File: src/rtl/sdgc_pkg.sv
/*
 * package for the serial-command configuration register set:
 * command codes, frame layout, field widths, reset values.
 * assumes a 24-bit frame, msb first, bit 23 = read flag.
 */
package sdgc_pkg;
	localparam int          FRAME_BITS     = 24;
	localparam int          RW_BIT         = 23;
	localparam int          CMD_HI         = 22;
	localparam int          CMD_LO         = 16;
	localparam int          DAC_CNT        = 4;
	localparam int          CODE_W         = 10;
	localparam int          CODE_LO        = 2;
	localparam int          GPIO_W         = 12;
	localparam logic [6:0]  CMD_IDLE       = 7'h00;
	localparam logic [6:0]  CMD_DAC_EN     = 7'h18;
	localparam logic [6:0]  CMD_DAC_BCAST  = 7'h19;
	localparam logic [6:0]  CMD_READY_CTL  = 7'h1e;
	localparam logic [6:0]  CMD_PIN_DIR    = 7'h1f;
	localparam logic [6:0]  CMD_PWR_READY  = 7'h20;
	localparam logic [6:0]  CMD_PIN_IN     = 7'h30;
	localparam logic [6:0]  CMD_PIN_OUT    = 7'h31;
	localparam logic [3:0]  DAC_EN_RST     = 4'h0;
	localparam logic        READY_CTL_RST  = 1'b0;
	localparam logic [11:0] PIN_DIR_RST    = 12'h000;
	localparam logic [11:0] PIN_OUT_RST    = 12'h000;
	localparam logic [9:0]  DAC_CODE_RST   = 10'h000;
endpackage : sdgc_pkg

File: src/rtl/sdgc_regs.sv
/*
 * serial register bank: shifts 24-bit command frames in on the rising serial
 * clock edges, applies them at frame end, returns the answer next frame.
 * assumes serial clock, select and data arrive asynchronous to i_mclk,
 * serial clock at most a fraction of i_mclk (bench: 400 ns or 800 ns vs 50 ns).
 */
`timescale 1ns/1ps
module sdgc_regs
	import sdgc_pkg::*;
(
	input  wire logic                      i_mclk,
	input  wire logic                      i_rstn,
	input  wire logic                      i_sclk,
	input  wire logic                      i_chip_select_low,
	input  wire logic                      i_sdi,
	output logic                           o_sdo,
	output logic                           o_sdo_oe,
	input  wire logic                      i_powerup_done,
	input  wire logic                      i_conv_data_fresh,
	output logic                           o_data_ready_pin,
	input  wire logic [GPIO_W-1:0]         i_gpio,
	output logic      [GPIO_W-1:0]         o_gpio,
	output logic      [GPIO_W-1:0]         o_gpio_oe,
	output logic      [DAC_CNT-1:0]        o_dac_enable_mask,
	output logic      [DAC_CNT*CODE_W-1:0] o_dac_code,
	output logic      [DAC_CNT-1:0]        o_dac_load
);

	// ***************************************************************
	// input synchronisers
	// ***************************************************************
	logic [2:0]        sclk_q;
	logic [1:0]        csn_q;
	logic [1:0]        sdi_q;
	logic [1:0]        pwr_q;
	logic [1:0]        fresh_q;
	logic [GPIO_W-1:0] gpi_m_q;
	logic [GPIO_W-1:0] gpi_q;

	always_ff @(posedge i_mclk or negedge i_rstn) begin
		if (!i_rstn) begin
			sclk_q  <= 3'h0;
			csn_q   <= 2'h3;
			sdi_q   <= 2'h0;
			pwr_q   <= 2'h0;
			fresh_q <= 2'h0;
			gpi_m_q <= '0;
			gpi_q   <= '0;
		end else begin
			sclk_q  <= {sclk_q[1:0], i_sclk};
			csn_q   <= {csn_q[0], i_chip_select_low};
			sdi_q   <= {sdi_q[0], i_sdi};
			pwr_q   <= {pwr_q[0], i_powerup_done};
			fresh_q <= {fresh_q[0], i_conv_data_fresh};
			gpi_m_q <= i_gpio;
			gpi_q   <= gpi_m_q;
		end
	end

	// edges are found on the synchronised copy, so a serial half period
	// must span at least one system clock or an edge is lost
	logic sel;
	logic rise;
	logic fall;
	assign sel  = ~csn_q[1];
	assign rise = sel & sclk_q[1] & ~sclk_q[2];
	assign fall = sel & ~sclk_q[1] & sclk_q[2];

	// ***************************************************************
	// frame shifter and register file
	// ***************************************************************
	logic [FRAME_BITS-1:0]   rx_q, rx_d;
	logic [FRAME_BITS-1:0]   tx_q, tx_d;
	logic [FRAME_BITS-1:0]   ans_q, ans_d;
	logic [4:0]              cnt_q, cnt_d;
	logic                    act_q, act_d;
	logic [DAC_CNT-1:0]      den_q, den_d;
	logic                    rpc_q, rpc_d;
	logic [GPIO_W-1:0]       dir_q, dir_d;
	logic [GPIO_W-1:0]       gpo_q, gpo_d;
	logic [CODE_W-1:0]       code_q, code_d;
	logic [DAC_CNT-1:0]      load_q, load_d;
	logic                    sdo_q, sdo_d;
	logic [FRAME_BITS-1:0]   fr;
	logic [6:0]              cmd;
	logic                    rd;
	logic [15:0]             pay;

	// a frame cut short never reaches its 24th rise, so it changes nothing
	always_comb begin
		rx_d   = rx_q;
		tx_d   = tx_q;
		ans_d  = ans_q;
		cnt_d  = cnt_q;
		act_d  = act_q;
		den_d  = den_q;
		rpc_d  = rpc_q;
		dir_d  = dir_q;
		gpo_d  = gpo_q;
		code_d = code_q;
		load_d = '0;
		sdo_d  = sdo_q;
		fr     = {rx_q[FRAME_BITS-2:0], sdi_q[1]};
		cmd    = fr[CMD_HI:CMD_LO];
		rd     = fr[RW_BIT];
		pay    = 16'h0000;
		if (!sel) begin
			cnt_d = 5'h00;
			act_d = 1'b0;
		end else if (!act_q) begin
			// answer of the previous frame goes out from select fall
			act_d = 1'b1;
			tx_d  = ans_q;
			sdo_d = ans_q[FRAME_BITS-1];
		end else if (rise) begin
			// data is sampled on rising serial clock
			rx_d  = fr;
			cnt_d = cnt_q + 5'h01;
			if (cnt_q == 5'(FRAME_BITS - 1)) begin
				case (cmd)
					CMD_DAC_EN: begin
						if (rd) pay = {12'h000, den_q};
						else den_d = fr[DAC_CNT-1:0];
					end
					CMD_DAC_BCAST: begin
						if (!rd) begin
							code_d = fr[CODE_LO+CODE_W-1:CODE_LO];
							load_d = '1;
						end
					end
					CMD_READY_CTL: begin
						if (rd) pay = {15'h0000, rpc_q};
						else rpc_d = fr[0];
					end
					CMD_PIN_DIR: begin
						if (rd) pay = {4'h0, dir_q};
						else dir_d = fr[GPIO_W-1:0];
					end
					CMD_PWR_READY: begin
						if (rd) pay = {15'h0000, pwr_q[1]};
					end
					CMD_PIN_IN: begin
						if (rd) pay = {4'h0, gpi_q};
					end
					CMD_PIN_OUT: begin
						if (rd) pay = {4'h0, gpo_q};
						else gpo_d = fr[GPIO_W-1:0];
					end
					CMD_IDLE: pay = 16'h0000;
					default: pay = 16'h0000;
				endcase
				// the answer waits here until the next select fall
				ans_d = (cmd == CMD_IDLE) ? '0 : {rd, cmd, pay};
			end
		end else if (fall) begin
			// shift the answer out on falling serial clock
			tx_d  = {tx_q[FRAME_BITS-2:0], 1'b0};
			sdo_d = tx_q[FRAME_BITS-2];
		end
	end

	always_ff @(posedge i_mclk or negedge i_rstn) begin
		if (!i_rstn) begin
			rx_q   <= '0;
			tx_q   <= '0;
			ans_q  <= '0;
			cnt_q  <= 5'h00;
			act_q  <= 1'b0;
			den_q  <= DAC_EN_RST;
			rpc_q  <= READY_CTL_RST;
			dir_q  <= PIN_DIR_RST;
			gpo_q  <= PIN_OUT_RST;
			code_q <= DAC_CODE_RST;
			load_q <= '0;
			sdo_q  <= 1'b0;
		end else begin
			rx_q   <= rx_d;
			tx_q   <= tx_d;
			ans_q  <= ans_d;
			cnt_q  <= cnt_d;
			act_q  <= act_d;
			den_q  <= den_d;
			rpc_q  <= rpc_d;
			dir_q  <= dir_d;
			gpo_q  <= gpo_d;
			code_q <= code_d;
			load_q <= load_d;
			sdo_q  <= sdo_d;
		end
	end

	// ***************************************************************
	// outputs
	// ***************************************************************
	assign o_sdo             = sdo_q;
	assign o_sdo_oe          = sel;
	assign o_gpio            = gpo_q & dir_q;
	assign o_gpio_oe         = dir_q;
	assign o_dac_enable_mask = den_q;
	// one code register feeds every lane, so the dacs can never disagree
	assign o_dac_code        = {DAC_CNT{code_q}};
	assign o_dac_load        = load_q;
	// active-low pin, held high while disabled
	// control bit high forces the pin to its inactive level
	assign o_data_ready_pin  = rpc_q | ~fresh_q[1];

endmodule : sdgc_regs

File: config.mk
export PLATFORM = sky130hd
export DESIGN_NAME = sdgc_regs
export DESIGN_NICKNAME = d
export VERILOG_FILES = /design/src/rtl/sdgc_pkg.sv /design/src/rtl/sdgc_regs.sv
export SDC_FILE = /design/constraint.sdc
export NUM_CORES = 1
export LEC_CHECK = 0
export BUFFER_PORTS_ARGS = -buffer_cell sky130_fd_sc_hd__buf_4
export CAP_MARGIN = 30
export CORE_MARGIN = 3
export CORE_UTILIZATION = 56
export CTS_CLUSTER_DIAMETER = 200
export DETAILED_ROUTE_END_ITERATION = 7
export HOLD_SLACK_MARGIN = 0.15
export PLACE_DENSITY = 0.79
export SETUP_SLACK_MARGIN = 0.15
export SYNTH_ARGS = -nofsm -noshare
export SYNTH_HDL_FRONTEND = slang
export SYNTH_SLANG_ARGS = --single-unit
export TNS_END_PERCENT = 100
File: constraint.sdc
create_clock -name i_mclk -period 2.6 [get_ports i_mclk]
set_input_delay 0.39 -clock i_mclk [delete_from_list [all_inputs] [get_ports i_mclk]]
set_output_delay 0.39 -clock i_mclk [all_outputs]
set_load 0.1 [all_outputs]
# Yosys cells after proc, flatten, opt, wreduce, memory -nomap -nowiden
# Index checks and enable logic that the tools add are counted.
# totals
ff_bits,155
elab_cells,77
in_bits,19
out_inout_bits,75
# classes
n_addsub,1
n_eq_ne,10
reduce_logical,12
bitwise,11
muxes,24
# op_table
op,n
$pmux W12 S6,1
$mux W23,3
$mux W12,3
$reduce_and A6 Y1,5
$eq A7 B5 Y1 const B,4
$mux W4,7
$mux W24,1
$eq A7 B6 Y1 const B,3
$mux W5,3
$and A12 B12 Y12,1
$logic_not A7 Y1,1
$mux W1,6
$reduce_and A3 Y1,2
$add A5 B1 Y5 const B,1
$eq A5 B5 Y1 const B,1
$not A1 Y1,5
$and A1 B1 Y1,4
$ne A2 B2 Y1 const B,2
$reduce_and A4 Y1,1
$reduce_bool A2 Y1,2
$reduce_and A2 Y1,1
$or A1 B1 Y1,1

# Logic depth before layout (Yosys ltp)
# depth
ltp_word,6
depth_mapped,8

# Worst setup path before layout
# No wires, ideal clock.
# synth_timing
path_type,register to output
from,register dir_q[11] (netlist: o_gpio_oe[11])
to,output port o_gpio[11]
path_slack_ps,421
arrival_time_ps,1789
path_stages_with_launch,2
path_buffers,0
required_time_ps,2210
path_cell_list,dfrtp_1 and2_1
# synth_between
elab_chain_len,1
# synth_rtl
element,line,rtl
from (decl),sdgc_regs.sv:79,"logic [GPIO_W-1:0] dir_q, dir_d;"
from (signal assigned),sdgc_regs.sv:184,dir_q <= dir_d;
$and A12 B12 Y12,sdgc_regs.sv:197,assign o_gpio = gpo_q & dir_q;
to (decl),sdgc_regs.sv:22,"output logic [GPIO_W-1:0] o_gpio,"
# Every way passes these cells.

# Final worst setup path
# layout_timing
from,register cnt_q[0]
to,register gpo_q[11]
# layout_between
elab_chain_len,2
# layout_rtl
element,line,rtl
from (decl),sdgc_regs.sv:75,"logic [4:0] cnt_q, cnt_d;"
from (signal assigned),sdgc_regs.sv:180,cnt_q <= cnt_d;
$eq A5 B5 Y1,sdgc_regs.sv:119,if (cnt_q == 5'(FRAME_BITS - 1)) begin
$reduce_and A6 Y1 (no source line),n/a,
to (signal assigned),sdgc_regs.sv:185,gpo_q <= gpo_d;
to (decl),sdgc_regs.sv:80,"logic [GPIO_W-1:0] gpo_q, gpo_d;"
# Every way passes these cells.
# A chain may end at the register's enable or synchronous reset.

==> run_results.csv <==
group,metric,value,unit
route,ant_nets,0,
timing,slew_headroom,62.5,%
grt,grt_max_degree,75,
power,power_frac_comb,5.1,%
placed_design,dp_hpwl,7.82,mm
route,dr.pass1.iters,5,
layout,syn_to_final_growth,23.0,%
timing,period_needed,2.32,ns
layout,fin_cells,705,
placed_design,placedCellCount,655,
power,total_power,0.00525,W
layout,drive_gt1_share,37.6,%
critical_path,cp.arrival,2.72,ns
placed_design,placement.io_buffers,93,
floorplanning,io_pins,94,
timing,slew_violations,0,
power,switching_power,0.00121,W
timing,max_freq,431,MHz
layout,n_antenna_cell,0,
critical_path,worst_r2r_startpoint,"cnt_q[0]",
clock_tree,cts_made_buffers,17,
clock_tree,clock-root-buffer,"clkbuf_8",
timing,skew,0.0110,ns
synthesis,synth_area,6080,sq um
critical_path,critical_path_class,"flop to flop",
power,p_leak,3.71,nW
critical_path,critPathMaxFanout,12,
status,status,"complete, no violations",
timing,grt_setup_unrepaired,"no",
floorplanning,die_h,110,um
power,intPower,0.00404,W
flow_run,cap_viol_max_count,0,
clock_tree,cts_tree,"done",
critical_path,cp-start-kind,"flop",
route,drc,0,
layout,nets,576,
synthesis,syn_inst,475,
route,wire_per_inst,17.4,um
timing,setup_viol,0,
power,seq_power_share,47.9,%
synthesis,synth_fp_nets,495,
power,power.share.switching,23.0,%
timing,hold_viol,0,
grt,grt_pass1_vias,3969,
synthesis,synth_ff_type,"dfrtp_1",
timing,fin_setup_tns,0,ns
route,vias,3852,
grt,gr-total-overflow,0,
layout,nFillCells,744,
layout,fin_util,71.5,%
critical_path,critPathRequiredTime,3.00,ns
min_path,min_path_type,"flop to flop",
clock_tree,clock_sink_count,148,
grt,antenna_found_initial,0,
route,drt_wl_total,12.2,mm
clock_tree,clockBufferDepth,2,
synthesis,synth_seq_area_share,60.9,%
floorplanning,coreArea,10500,sq um
synthesis,yosys_warnings,0,
critical_path,timing.rr.end,"gpo_q[11]",
synthesis,synth_edf_count,0,
grt,grt_pass1_wl,20.1,mm
critical_path,critPathLaunch,"cnt_q[0]",
floorplanning,dieArea,12200,sq um
critical_path,crit_path_end,"gpo_q[11]",
route,vias_per_cell,5.46,
clock_tree,cts_resized,0,
critical_path,cp-end-kind,"flop",
critical_path,ff2ff_path_depth,6,
timing,min_period_over_period,89.3,%
timing,tightest_slew,0.561,ns
clock_tree,clock_latency,0.52,ns
synthesis,syn_avg_cell_area,12.8,sq um
power,pwr-share-clk,47.0,%
clock_tree,htree_levels,4,
power,pwr_density_cell,701,nW/um^2
floorplanning,fp.dieW,110,um
floorplanning,rows,37,
synthesis,ys_ff_latch,148,
critical_path,worst-r2r-setup-slack,0.28,ns
floorplanning,start_util,58.2,%
synthesis,synth_cell_types,43,
synthesis,synthArstFlopShare,100,%
power,peakVddDrop,0.637,mV
placed_design,gp_congestion,0.826,
clock_tree,clk_pin_slew,0.07,ns
route,dr.first_iter.drc_count,261,
grt,grt.total_usage,22.1,%
[layout make-up]
class,instances,area (sq um),area share (%)
clock buffers,19,432,5.77
clock inverters,13,173,2.31
inverters,8,30.0,0.401
multi-input cells,257,1980,26.5
flip-flops and latches,148,3710,49.5
well taps,136,170,2.27
repair buffers,124,992,13.3
[power by group through the flow]
stage / combinational, W / clock, W / sequential (W)
2_1_floorplan: 0.000138 / 0 / 0.00253
3_3_place_gp: 0.000242 / 0 / 0.00254
3_5_place_dp: 0.000251 / 0 / 0.00255
4_1_cts: 0.000275 / 0.00251 / 0.00251
5_1_grt: 0.000302 / 0.00261 / 0.00252
6_report: 0.000269 / 0.00247 / 0.00251
[how the worst min path moves through the flow]
stage / from / to / slack (ns) / depth (start not counted)
3_3_place_gp: i_rstn / tx_q[5] / 0.33 / 1
5_1_grt: gpi_m_q[11] / gpi_q[11] / 0.35 / 0
3_5_place_dp: gpi_m_q[10] / gpi_q[10] / 0.33 / 0
4_1_cts: gpi_m_q[10] / gpi_q[10] / 0.35 / 0
6_report: fresh_q[0] / fresh_q[1] / 0.35 / 0
2_1_floorplan: i_rstn / act_q / 0.09 / 0
[Yosys cell counts, types with 5 or more instances]
cell        n  area share (%)
nor2_1     27             1.7
a22oi_1     9             1.1
buf_2       6            0.49
and2_1     12             1.2
dfrtp_1   146              60
nand3_1    21             1.7
o21ai_0     5            0.41
clkbuf_1   20             1.2
a22o_1     12             1.7
inv_1       8            0.49
mux2_2     65              12
buf_4      34             4.2
a21oi_1    36             3.0
nand2_1    11            0.68
mux2i_1    20             3.3
[flip-flops by register name, summed over array words and instances (netlist names), 3 cells and up]
register	count
sclk_q	3
gpi_q	12
gpo_q	12
gpi_m_q	12
cnt_q	5
code_q	10
ans_q	20
rx_q	23
o_gpio_oe	12
tx_q	23
o_dac_enable_mask	4
[critical path, stage by stage (launching register included)]
cell	delay, ns
dfrtp_1	0.39
ha_1	0.22
nand4b_1	0.12
or3_1	0.43
nor3b_2	0.25
nand2_1	0.38
mux2_2	0.42
[per-stage QoR]
stage               instance area [sq um]  setup slack (ns)  hold slack, ns
floorplan                            6080             0.421          0.0944
global placement                     6700             0.440           0.332
detailed placement                   6700             0.365           0.335
CTS                                  7480             0.284           0.349
global route                         7480             0.151           0.355
finish                               7480             0.279           0.345
[logic make-up after synthesis]
family | count (synthesis) | share of synthesized area, %
adder cells (fa/ha/maj) | 1 | 0.206
AND/OR/NAND/NOR | 95 | 8.35
XOR/XNOR | 4 | 0.576
flip-flops | 148 | 60.9
buffers and inverters | 70 | 6.66
multiplexers | 89 | 16.3
AO/OA/AOI/OAI | 68 | 6.99
[placed cells by master (no fill, tap or decap), types with 2 or more instances in the layout]
| master | Yosys | final |
|---|---|---|
| dfrtp_1 | 146 | 146 |
| a21oi_1 | 36 | 35 |
| mux2_2 | 65 | 65 |
| or3_1 | 3 | 3 |
| buf_4 | 34 | 104 |
| o21ai_0 | 5 | 5 |
| clkbuf_8 | 0 | 2 |
| mux2i_1 | 20 | 20 |
| mux2_4 | 4 | 4 |
| nand2b_1 | 2 | 2 |
| nand2_1 | 11 | 11 |
| nor3_1 | 2 | 2 |
| or4_1 | 2 | 2 |
| bufinv_16 | 0 | 3 |
| nand3_1 | 21 | 21 |
| xor2_1 | 4 | 4 |
| nor2b_1 | 2 | 2 |
| and2_1 | 12 | 12 |
| a22oi_1 | 9 | 9 |
| dfstp_2 | 2 | 2 |
| dlygate4sd3_1 | 0 | 18 |
| a22o_1 | 12 | 12 |
| inv_1 | 8 | 8 |
| clkbuf_16 | 0 | 16 |
| nor2_1 | 27 | 26 |
| nand4_1 | 3 | 3 |
| clkinvlp_4 | 0 | 3 |
| inv_6 | 0 | 4 |
[routing by layer]
metal / up-vias / part of all wire [%] / GRT usage (%)
li1: 1793 / - / -
met1: 1928 / 43 / 27.6
met2: 111 / 51 / 37.1
met3: 20 / 4.0 / 5.94
met4: 0 / 1.9 / 8.18
met5: - / 0 / 0
[repair_timing]
item,CTS,global route
hold buffers,18,0
buffers inserted,0,0
endpoints found under the hold margin,60,0
Power figures use the tool's default switching activity.
